<file path="config.mk">
export PLATFORM = sky130hd
export DESIGN_NAME = asc_sram_host
export DESIGN_NICKNAME = d
export VERILOG_FILES = /design/src/core/asc_sram_host.v
export VERILOG_INCLUDE_DIRS = /design/src /design/src/inc
export SDC_FILE = /design/constraint.sdc
export NUM_CORES = 1
export LEC_CHECK = 0
export BUFFER_PORTS_ARGS = -buffer_cell sky130_fd_sc_hd__buf_4
export CAP_MARGIN = 5
export CORE_ASPECT_RATIO = 1.4
export CORE_MARGIN = 4
export CORE_UTILIZATION = 40
export CTS_CLUSTER_DIAMETER = 60
export CTS_CLUSTER_SIZE = 24
export DETAILED_ROUTE_END_ITERATION = 12
export PLACE_DENSITY_LB_ADDON = 0.05
export SLEW_MARGIN = 10
export SYNTH_ARGS = -nofsm -noshare
export SYNTH_HDL_FRONTEND = slang
export SYNTH_SLANG_ARGS = --single-unit
</file>
<file path="constraint.sdc">
create_clock -name clk_sys_in -period 2.1 [get_ports clk_sys_in]
set_clock_uncertainty 0.2 [all_clocks]
set_input_delay 0.21 -clock clk_sys_in [delete_from_list [all_inputs] [get_ports clk_sys_in]]
set_output_delay 0.21 -clock clk_sys_in [all_outputs]
set_load 0.02 [all_outputs]
</file>
<file path="src/inc/asc_sram_regs.vh">
// Timing constants for the asynchronous 4K x 4 static memory controller
// Functional notes
// [RQ1] Memory holds 4096 four-bit words
// [RQ2] Memory is static, clockless, level driven
// [RQ3] Deselected memory floats its data pins
// [RQ4] Read: select low, write enable high
// [RQ5] Simultaneous select and enable rise: no drive
// [RQ6] Host never drives data while memory reads; code drives in the one hold cycle after write end
// [RQ7] Read cycle 25 ns, address access 25 ns
// [RQ8] Old data held 3 ns after address
// [RQ9] Address valid at select fall; 15 ns access
// [RQ10] Memory floats within 10 ns after deselect
// [RQ11] Write strobes low 20 ns, address 20 ns
// [RQ12] Address held 2 ns after write end
// [RQ13] Write float 10 ns; redrive after 5 ns
// [RQ14] 12-bit address; data captured at write end
`ifndef ASC_SRAM_REGS_VH
`define ASC_SRAM_REGS_VH

`define ASC_CLK_PERIOD_NS        4
`define ASC_ADDR_W               12
`define ASC_DATA_W               4
`define ASC_READ_CYCLE_NS        25
`define ASC_ADDRESS_ACCESS_NS    25
`define ASC_SELECT_ACCESS_NS     15
`define ASC_DESELECT_FLOAT_NS    10
`define ASC_WRITE_PULSE_NS       20
`define ASC_WRITE_ADDR_HOLD_NS   2
`define ASC_WRITE_FLOAT_NS       10
`define ASC_WRITE_END_DRIVE_NS   5

// Least times round up, whole cycles, at least one
`define ASC_CEIL_CYC(ns) (((ns) + `ASC_CLK_PERIOD_NS - 1) / `ASC_CLK_PERIOD_NS)
`define ASC_READ_CYC     `ASC_CEIL_CYC(`ASC_ADDRESS_ACCESS_NS)
`define ASC_WRITE_CYC    `ASC_CEIL_CYC(`ASC_WRITE_PULSE_NS)
`define ASC_WHOLD_CYC    `ASC_CEIL_CYC(`ASC_WRITE_ADDR_HOLD_NS)
`define ASC_FLOAT_CYC    `ASC_CEIL_CYC(`ASC_DESELECT_FLOAT_NS)

`endif

</file>
<file path="src/core/asc_sram_host.v">
// Host controller driving an asynchronous 4K x 4 static memory
`include "asc_sram_regs.vh"

module asc_sram_host #(
    parameter ADDR_W    = `ASC_ADDR_W,
    parameter DATA_W    = `ASC_DATA_W,
    parameter READ_CYC  = `ASC_READ_CYC,
    parameter WRITE_CYC = `ASC_WRITE_CYC,
    parameter WHOLD_CYC = `ASC_WHOLD_CYC,
    parameter FLOAT_CYC = `ASC_FLOAT_CYC
) (
    input  wire              clk_sys_in,
    input  wire              reset_n_in,
    input  wire              req_valid_in,
    input  wire              req_write_in,
    input  wire [ADDR_W-1:0] req_addr_in,
    input  wire [DATA_W-1:0] req_wdata_in,
    output wire              req_ready_out,
    output reg               rsp_valid_out,
    output reg  [DATA_W-1:0] rsp_rdata_out,
    output reg  [ADDR_W-1:0] mem_addr_out,
    output reg               mem_select_n_out,
    output reg               mem_write_n_out,
    input  wire [DATA_W-1:0] mem_data_in,
    output reg  [DATA_W-1:0] mem_data_out,
    output reg               mem_data_oe_out
);

    localparam [4:0] ST_IDLE  = 5'b0_0001;
    localparam [4:0] ST_READ  = 5'b0_0010;
    localparam [4:0] ST_WRITE = 5'b0_0100;
    localparam [4:0] ST_WHOLD = 5'b0_1000;
    localparam [4:0] ST_FLOAT = 5'b1_0000;

    // Counts above 255 cycles are not supported by the 8-bit counter
    localparam [7:0] READ_N  = READ_CYC[7:0];
    localparam [7:0] WRITE_N = WRITE_CYC[7:0];
    localparam [7:0] WHOLD_N = WHOLD_CYC[7:0];
    localparam [7:0] FLOAT_N = FLOAT_CYC[7:0];

    // Sequencer state and cycle counter
    reg [4:0]        state_q;
    reg [4:0]        state_d;
    reg [7:0]        count_q;
    reg [7:0]        count_d;

    // Next values of the registered outputs
    reg              rsp_valid_d;
    reg [DATA_W-1:0] rsp_rdata_d;
    reg [ADDR_W-1:0] mem_addr_d;
    reg              mem_select_n_d;
    reg              mem_write_n_d;
    reg [DATA_W-1:0] mem_data_d;
    reg              mem_data_oe_d;

    // Counter helpers
    wire [7:0]       count_inc;
    wire             read_done;
    wire             write_done;
    wire             whold_done;
    wire             float_done;

    assign count_inc  = count_q + 8'h01;
    assign read_done  = (count_q >= READ_N);
    assign write_done = (count_q >= WRITE_N);
    assign whold_done = (count_q >= WHOLD_N);
    assign float_done = (count_q >= FLOAT_N);

    assign req_ready_out = state_q[0];

    always @* begin
        state_d        = state_q;
        count_d        = count_q;
        rsp_valid_d    = 1'b0;
        rsp_rdata_d    = rsp_rdata_out;
        mem_addr_d     = mem_addr_out;
        mem_select_n_d = mem_select_n_out;
        mem_write_n_d  = mem_write_n_out;
        mem_data_d     = mem_data_out;
        mem_data_oe_d  = mem_data_oe_out;
        case (state_q)
            ST_IDLE: begin
                if (req_valid_in) begin
                    // Address is set with select, never after it
                    mem_addr_d     = req_addr_in; // RQ9 RQ14
                    mem_select_n_d = 1'b0;
                    count_d        = 8'h01;
                    if (req_write_in) begin
                        mem_write_n_d = 1'b0; // RQ11
                        mem_data_d    = req_wdata_in;
                        // Data drive starts with write enable low and ends one cycle after it rises
                        mem_data_oe_d = 1'b1; // RQ6
                        state_d       = ST_WRITE;
                    end else begin
                        mem_write_n_d = 1'b1; // RQ4
                        mem_data_oe_d = 1'b0; // RQ6
                        state_d       = ST_READ;
                    end
                end
            end
            ST_READ: begin
                // Full address access time covers select access too
                if (read_done) begin // RQ7 RQ9
                    rsp_rdata_d    = mem_data_in;
                    rsp_valid_d    = 1'b1;
                    mem_select_n_d = 1'b1;
                    count_d        = 8'h01;
                    state_d        = ST_FLOAT;
                end else begin
                    count_d = count_inc;
                end
            end
            ST_WRITE: begin
                if (write_done) begin // RQ11
                    // Write enable ends the write; select stays low
                    mem_write_n_d = 1'b1; // RQ12 RQ14
                    count_d       = 8'h01;
                    state_d       = ST_WHOLD;
                end else begin
                    count_d = count_inc;
                end
            end
            ST_WHOLD: begin
                // Memory redrive is at least 5 ns away, so one held
                // cycle of data past write end keeps clear of it
                mem_data_oe_d = 1'b0; // RQ6 RQ13
                if (whold_done) begin // RQ12
                    mem_select_n_d = 1'b1;
                    count_d        = 8'h01;
                    state_d        = ST_FLOAT;
                end else begin
                    count_d = count_inc;
                end
            end
            ST_FLOAT: begin
                // Let a deselected memory release the bus before reuse
                if (float_done) begin // RQ10 RQ3
                    state_d = ST_IDLE;
                end else begin
                    count_d = count_inc;
                end
            end
            default: begin
                state_d        = ST_IDLE;
                count_d        = 8'h00;
                mem_select_n_d = 1'b1;
                mem_write_n_d  = 1'b1;
                mem_data_oe_d  = 1'b0;
            end
        endcase
    end

    // Sequencer registers
    always @(posedge clk_sys_in or negedge reset_n_in) begin
        if (!reset_n_in) begin
            state_q <= ST_IDLE;
            count_q <= 8'h00;
        end else begin
            state_q <= state_d;
            count_q <= count_d;
        end
    end

    // Response registers
    always @(posedge clk_sys_in or negedge reset_n_in) begin
        if (!reset_n_in) begin
            rsp_valid_out <= 1'b0;
            rsp_rdata_out <= {DATA_W{1'b0}};
        end else begin
            rsp_valid_out <= rsp_valid_d;
            rsp_rdata_out <= rsp_rdata_d;
        end
    end

    // Memory strobes come straight from flops, so no glitch reaches the pins
    always @(posedge clk_sys_in or negedge reset_n_in) begin
        if (!reset_n_in) begin
            mem_addr_out     <= {ADDR_W{1'b0}};
            mem_select_n_out <= 1'b1;
            mem_write_n_out  <= 1'b1;
        end else begin
            mem_addr_out     <= mem_addr_d;
            mem_select_n_out <= mem_select_n_d;
            mem_write_n_out  <= mem_write_n_d;
        end
    end

    // Host data drive
    always @(posedge clk_sys_in or negedge reset_n_in) begin
        if (!reset_n_in) begin
            mem_data_out    <= {DATA_W{1'b0}};
            mem_data_oe_out <= 1'b0;
        end else begin
            mem_data_out    <= mem_data_d;
            mem_data_oe_out <= mem_data_oe_d;
        end
    end

endmodule

</file>
==> results.toml, run 1 <==
[layout]
area_growth_pct = 53.0
fillers = 338
drive_above_1_share_pct = 37.1
utilization_pct = 63.7
finalNetCount = 290
diodes = 0
register_area_um2 = 932
multi_input_area_um2 = 861

[power]
peakVddDrop_mv = 0.698
p_leak_nw = 1.30
power_density_nw_per_um2 = 1200

[run]
maxCapViolations = 0

[timing]
slew_headroom_pct = 69.4
fmax_ghz = 0.479
period_share_pct = 99.4
rsz0062_at_grt = "yes"
hold_viol = 0
setup_viol = 0
finalMaxSlewViolations = 0
fin_tns_setup_ns = 0
period_needed_ns = 2.09
tightest_slew_ns = 0.460

[floorplanning]
die_h_um = 86.6
std_cell_rows = 28
start_util_pct = 41.6
io-pin-count = 49
core_area_um2 = 4240
dieArea_um2 = 5550
die_w_um = 64.1

[critical_path]
ff2ff_setup_slack_ns = 0.01
rr_endpoint = "rsp_rdata_out[3]"
crit_type = "flip-flop to flip-flop"
startpoint = "state_q[2]"
cp.arrival_ns = 2.06
r2r_start = "state_q[2]"
critPathMaxFanout = 6
worstSetupStartpointType = "flip-flop"
critPathCaptureType = "flip-flop"
rr_worst_depth = 3
worstPathRequired_ns = 2.07
critPathCapture = "rsp_rdata_out[3]"

[synthesis]
synth_cell_types = 44
synth_edf_count = 0
netlist_area_um2 = 1760
yosysMostFrequentCell = "nand2_1"
synth_fp_nets = 202
ys_dominant_reg_cell = "dfrtp_1"
yosysWarnings = 0
synth_commonest_cells = "47 x nand2_1, 34 x dfrtp_1, 10 x nor2_1"
avgSynthCellArea_um2 = 10.1
synth-seq-cells = 37
synthArstFlopShare_pct = 100
yosysTopAreaCell = "dfrtp_1"
ys_top_cells_by_area = "dfrtp_1 48%, nand2_1 10%, mux2_2 5.1%, dfstp_2 4.5%, ha_1 2.1%"
ys_seq_area_share_pct = 52.7
synth_top_area_share_pct = 48.2
syn_inst = 175

[route]
drtIter0Drc = 56
dr.pass1.iters = 4
routedWlPerCell_um = 14.0
drc_errors = 0
vias_per_cell = 4.93
vias = 1597
wl_um = 4550
ant_nets = 0

[cts]
cts_made_buffers = 5
cts_tree = "yes"
root_buffer = "clkbuf_8"
clock_sinks = 37
cts.clk_slew.worst_paths_ns = 0.07
clock_latency_ns = 0.29
cts.path.max_buffers = 2
htree_num_levels = 2

[place]
numPortBuffers = 48
gp_congestion = 0.837
dp_hpwl_um = 3270

[status]
status = "finished clean"

[hold_path]
hp-start = "req_valid_in"
holdCritPathClass = "input pin to flip-flop"

[global_route]
grt_max_degree = 38
grt.total_usage_pct = 17.8
grt_pass1_vias = 1660
grt_overflow = 0
grt_first_pass_wirelength_um = 7730
antenna_found_initial = 0
-- cells by family after synthesis --
logic type	Yosys count	share of synthesized area [%]
flip-flops	37	52.7
AO/OA/AOI/OAI	28	12.0
adder cells (fa/ha/maj)	3	2.13
XOR/XNOR	3	1.49
buffers and inverters	9	2.06
AND/OR/NAND/NOR	86	24.0
multiplexers	9	5.67
-- registers in the layout (all words and copies together) (netlist names), 4 cells and up --
name and flops:
count_q 8, mem_addr_out 12, mem_data_out 4, rsp_rdata_out 4, state_q 5
-- stage by stage --
step	cells	worst slack (ns)	cell area (um^2)	total power, mW	hold slack [ns]
CTS	321	0.00596	2630	3.19	0.116
global route	324	-0.0270	2700	3.46	0.165
finish	324	0.0133	2700	3.23	0.118
detailed placement	291	0.0102	2280	2.50	0.00283
floorplan	175	0.0272	1770	1.90	-0.286
global placement	291	0.0733	2280	2.46	-0.00433
-- power by group --
group	leakage [nW]	internal (mW)	switching, mW	total [mW]
Sequential	0.472	0.952	0.138	1.09
Combinational	0.768	0.676	0.831	1.51
Clock	0.0585	0.387	0.248	0.635
Total	1.30	2.02	1.22	3.23
-- placed cells by master (no fill, tap or decap), drive strengths merged, types with 2 or more instances in the layout --
cell,Yosys,routed
inv,4,4
nand4b,2,2
nor2,10,10
o21ai,4,4
dlygate4sd3,0,22
nor2b,4,4
nand2b,4,4
a211oi,4,4
nor3,2,2
a31oi,2,2
and4b,2,2
buf,2,64
or2,2,2
mux2,8,8
ha,3,3
nand3,5,5
nand2,47,47
a211o,2,2
xnor2,3,3
clkbuf,3,7
dfstp,3,3
a21oi,8,8
nor3b,2,2
dfrtp,34,34
-- per-layer routing --
metal	track usage (%)	routed length, um
met1	20.0	1740
met3	3.50	152
met4	6.35	71
met2	33.1	2580
met5	0	0
-- how the worst min path moves through the flow --
stage          cells after the start          to  slack [ns]
2_1_floorplan                      0  count_q[0]       -0.29
4_1_cts                            3  state_q[0]        0.12
6_report                           3  state_q[0]        0.12
3_3_place_gp                       1  count_q[6]      -0.004
3_5_place_dp                       1  count_q[4]       0.003
5_1_grt                            3  state_q[0]        0.16
-- cell type report --
type	instances	area share [%]
flip-flops and latches	37	34.5
inverters	4	0.556
clock inverters	1	1.11
multi-input cells	129	31.9
repair buffers	86	25.9
well taps	60	2.78
clock buffers	7	3.20
-- repair_timing --
item | 4_1_cts | 5_1_grt
hold buffers | 22 | 0
setup endpoints to repair | 2 | 14
buffers inserted | 0 | 3
hold endpoints to repair | 56 | 0
cloned | 0 | 0
resized for setup | 2 | 9
pin swaps | 0 | 5
-- worst max-delay path, stage by stage, from the launching register on --
cell and delay (ns):
dfrtp_2 0.43, or4b_4 0.59, a211oi_4 0.36, mux2_2 0.39
Power figures use the tool's default switching activity.
==> run 2: changes to the inputs <==
ABC_AREA = 1   (was default)
==> results.toml, run 2 <==
[layout]
top_register = "mem_addr_out"
drive_above_1_share_pct = 29.2
mostFrequentLayoutCells = "61 x nand2_1, 49 x buf_4, 34 x dfrtp_1"
layout.cells.non_filler = 346
diodes = 0
fillers = 439
largest_reg_flops = 12
finalNetCount = 310
final_common_cell = "nand2_1"
top_regs = "mem_addr_out x12, count_q x8, state_q x5"
area_growth_pct = 41.5

[floorplanning]
dieArea_um2 = 5800
std_cell_rows = 29
io-pin-count = 49
die_h_um = 88.5
start_util_pct = 41.2
core_area_um2 = 4500
die_w_um = 65.5

[place]
gp_congestion = 0.837
placed_cells = 316
dp_hpwl_um = 3170
numPortBuffers = 48

[synthesis]
ys_dominant_reg_cell = "dfrtp_1"
ys_seq_area_share_pct = 50.2
synth_top_area_share_pct = 45.9
synth_edf_count = 0
ys_top_cells_by_area = "dfrtp_1 46%, nand2_1 12%, mux2_4 8.1%, inv_1 5.5%, nand3_1 4.9%"
synth_commonest_cells = "61 x nand2_1, 34 x dfrtp_1, 27 x inv_1"
synthArstFlopShare_pct = 100
yosysMostFrequentCell = "nand2_1"
synth_cell_types = 26
synth-seq-cells = 37
avgSynthCellArea_um2 = 8.95
synth_fp_nets = 234
syn_inst = 207
yosysWarnings = 0
yosysTopAreaCell = "dfrtp_1"
netlist_area_um2 = 1850

[global_route]
gr-usage-met3_pct = 4.07
busiest_layer = "met2"
grt_first_pass_wirelength_um = 7270
grt.total_usage_pct = 16.5
met2_usage_pct = 30.5
antenna_found_initial = 0
grtUsageMet1_pct = 17.7
grt_overflow = 0
grt_pass1_vias = 1659
grt_max_degree = 38

[power]
power_density_nw_per_um2 = 1260
p_leak_nw = 1.43
peakVddDrop_mv = 0.872
p_total_mw = 3.30

[cts]
clock_latency_ns = 0.28
htree_num_levels = 2
cts_hold_buf = 22
cts_tree = "yes"
cts.path.max_buffers = 2
cts_setup_buffers = 0
clock_sinks = 37
cts_made_buffers = 5
root_buffer = "clkbuf_8"
cts.clk_slew.worst_paths_ns = 0.08
cts_resized = 0

[timing]
finalMaxSlewViolations = 0
fmax_ghz = 0.540
fin_tns_setup_ns = 0
hold_viol = 0
slew_headroom_pct = 69.1
rsz0062_at_grt = "no"
whs_ns = 0.205
period_needed_ns = 1.85
tightest_slew_ns = 0.463
setup_viol = 0
period_share_pct = 88.1

[critical_path]
critPathMaxFanout = 5
crit_type = "flip-flop to flip-flop"
cp.arrival_ns = 1.82
worstPathRequired_ns = 2.07
critPathCaptureType = "flip-flop"
worstSetupStartpointType = "flip-flop"

[hold_path]
holdCritPathClass = "input pin to flip-flop"

[route]
wl_um = 4230
routedWlPerCell_um = 12.2
vias = 1583
vias_per_cell = 4.58
drc_errors = 0
drtIter0Drc = 59
ant_nets = 0
dr.pass1.iters = 4

[status]
status = "finished clean"

[run]
maxCapViolations = 0
[run 2: per-stage QoR]
step | setup slack, ns | instance area, um^2 | utilization [%]
after floorplan | 0.427 | 1850 | -
after global placement | 0.303 | 2280 | 50.7
after detailed placement | 0.268 | 2280 | 50.7
after CTS | 0.253 | 2620 | 58.3
after global routing | 0.0886 | 2620 | 58.3
final | 0.249 | 2620 | 58.3
[run 2: cells by family (layout without fill, tap and decap cells)]
kind of cell	count (synthesis)	after routing	synth area share, %
AOI/OAI and AO/OA	9	9	3.04
xor gates and xnor gates	2	2	0.945
adders and majority gates	3	3	2.03
buffers and inverters	31	108	6.75
DFF	37	37	50.2
muxes	12	12	9.32
and+or+nand+nor	113	113	27.8
[run 2: per-layer routing]
metal  vias to the layer above  routed length [um]
met2                        40                2320
met1                       743                1630
met5                         -                   0
li1                        794                   -
met4                         0                  68
met3                         6                 203
[run 2: cell type report]
class	count	area, um^2	area share [%]
multi-input combinational	139	798	30.4
sequential	37	930	35.4
clock inverter	2	37.5	1.43
timing repair buffer	71	588	22.4
tap	62	77.6	2.96
clock buffer	6	82.6	3.15
inverter	29	109	4.15
[run 2: power by group]
group | internal, mW | switching (mW)
clock network | 0.386 | 0.250
registers | 0.962 | 0.155
logic | 0.702 | 0.843
[run 2: critical path, cell delays in order, from the launching register on]
cell and delay, ns:
dfrtp_1 0.43, inv_1 0.09, ha_1 0.14, inv_1 0.03
nor2_1 0.12, nor2_1 0.07, nor2_1 0.23, nand2_1 0.14
nand2_1 0.10, inv_1 0.05, nand3b_1 0.07, nand2_1 0.06
[run 2: final timing paths]
kind / startpoint / end / slack, ns / cells after the start
setup / recovery: count_q[0] / state_q[4] / 0.25 / 11
hold / removal: req_valid_in / mem_write_n_out / 0.21 / 5
setup reg to reg: count_q[0] / state_q[4] / 0.25 / 11
hold reg to reg: mem_select_n_out / mem_select_n_out / 0.27 / 2
max in group asynchronous: reset_n_in / mem_select_n_out / 1.12 / 2
min in group asynchronous: reset_n_in / count_q[7] / 0.23 / 2
==> run 3: changes to the inputs <==
ABC_CLOCK_PERIOD_IN_PS = 1720   (was default)
clock period = 1.72 ns   (was 2.1 ns; I/O delays follow)
==> results.toml, run 3 (same netlist as run 2, synthesis figures left out) <==
[power]
p_total_mw = 4.27
power_density_nw_per_um2 = 1540
p_leak_nw = 1.47
peakVddDrop_mv = 0.892

[floorplanning]
start_util_pct = 41.2
dieArea_um2 = 5800
die_w_um = 65.5
io-pin-count = 49
std_cell_rows = 29
die_h_um = 88.5
core_area_um2 = 4500

[layout]
area_growth_pct = 49.7
drive_above_1_share_pct = 38.4
top_regs = "mem_addr_out x12, count_q x8, state_q x5"
mostFrequentLayoutCells = "58 x buf_4, 57 x nand2_1, 33 x dfrtp_1"
diodes = 0
fillers = 424
final_common_cell = "buf_4"
utilization_pct = 61.7
finalNetCount = 320
top_register = "mem_addr_out"
largest_reg_flops = 12

[critical_path]
worstSetupStartpointType = "flip-flop"
crit_chain = "inv_2 -> ha_2 -> inv_2 -> nor2_4 -> nand2_2 -> nor2_4 -> buf_6 -> nand3_1 -> nand2_1 -> o21bai_1 -> nand2_1"
cp.arrival_ns = 1.75
max_stage_delay_ns = 0.44
critPathMaxFanout = 5
crit_type = "flip-flop to flip-flop"
critPathCaptureType = "flip-flop"
cpMaxStageDelayCell = "dfrtp_2"
worstPathRequired_ns = 1.75

[global_route]
grt.total_usage_pct = 16.7
grt_pass1_vias = 1647
antenna_found_initial = 0
grt_overflow = 0
grt_max_degree = 38
grt_first_pass_wirelength_um = 7310

[route]
drtIter0Drc = 63
vias = 1634
drc_errors = 0
dr.pass1.iters = 4
routedWlPerCell_um = 12.6
ant_nets = 0
vias_per_cell = 4.59
wl_um = 4480

[timing]
period_needed_ns = 1.72
tightest_slew_ns = 0.468
finalMaxSlewViolations = 0
period_share_pct = 100
setup_viol = 1
rsz0062_at_grt = "yes"
slew_headroom_pct = 68.8
hold_viol = 0
finalWorstSetupSlack_ns = -0.00213
fmax_ghz = 0.581

[cts]
cts.path.max_buffers = 2
root_buffer = "clkbuf_8"
cts_tree = "yes"
htree_num_levels = 2
clock_latency_ns = 0.29
clock_sinks = 37
cts_made_buffers = 5
cts.clk_slew.worst_paths_ns = 0.07

[place]
gp_congestion = 0.799
numPortBuffers = 48
dp_hpwl_um = 3080

[hold_path]
holdCritPathClass = "input pin to flip-flop"

[status]
status = "finished with violations"
violations = "setup timing"

[run]
maxCapViolations = 0
## run 3: cell types whose count changed in the layout (fill, tap and decap cells not counted), sizes merged
cell | previous run | this run
buf | 49 | 59
## run 3: critical path, delay by kind of cell (launching register included)
kind / cells / cell delay [ns]
AOI/OAI and AO/OA: 1 / 0.08
adders and majority gates: 1 / 0.16
buffers and inverters: 3 / 0.22
DFF: 1 / 0.44
and+or+nand+nor: 6 / 0.54
## run 3: cell type report
class	count	area, um^2	share of cell area, %
sequential	37	931	33.6
multi-input combinational	139	870	31.3
timing repair buffer	81	667	24.0
inverter	29	109	3.92
clock buffer	6	82.6	2.98
tap	62	77.6	2.80
clock inverter	2	37.5	1.35
## run 3: timing repair
| item | 4_1_cts | 5_1_grt |
|---|---|---|
| setup buffers | 0 | 2 |
| hold buffers | 22 | 0 |
| hold endpoints to repair | 58 | 0 |
| setup endpoints to repair | 6 | 13 |
| pin swaps | 0 | 10 |
| resized for setup | 4 | 23 |
## run 3: where the power goes
part | total [mW] | leakage (nW) | internal, mW | switching [mW]
sequential | 1.38 | 0.449 | 1.18 | 0.203
combinational | 2.10 | 0.967 | 0.988 | 1.12
clock | 0.781 | 0.0574 | 0.471 | 0.310
total | 4.27 | 1.47 | 2.64 | 1.63
## run 3: worst paths after layout
kind | slack (ns) | from | endpoint | cells past startpoint
max in group asynchronous | 0.79 | reset_n_in | count_q[0] | 2
min reg2reg | 0.26 | mem_write_n_out | mem_write_n_out | 2
max reg2reg | -0.002 | count_q[0] | count_q[1] | 11
min in group asynchronous | 0.18 | reset_n_in | count_q[2] | 2
max | -0.002 | count_q[0] | count_q[1] | 11
min | 0.12 | req_valid_in | mem_write_n_out | 4
## run 3: routing by layer
metal  vias to the layer above  GRT usage [%]  share of wire [%]  wire length, um
met4                         0           8.68                1.9               85
li1                        812              -                  -                -
met2                        43           30.1                 53             2390
met3                         6           4.70                4.8              213
met1                       773           17.6                 40             1780
met5                         -              0                  0                0
## run 3: per-stage QoR
step,hold slack [ns],worst slack (ns),instances,cell area (um^2),setup TNS [ns]
final,0.116,-0.00213,356,2770,-0.00213
after global routing,0.150,-0.125,356,2770,-0.549
after CTS,0.111,0.00698,354,2700,0
after detailed placement,-0.0326,-0.0991,324,2340,-0.151
after global placement,-0.0329,-0.0600,324,2340,-0.0647
after floorplan,-0.324,0.0471,207,1850,0
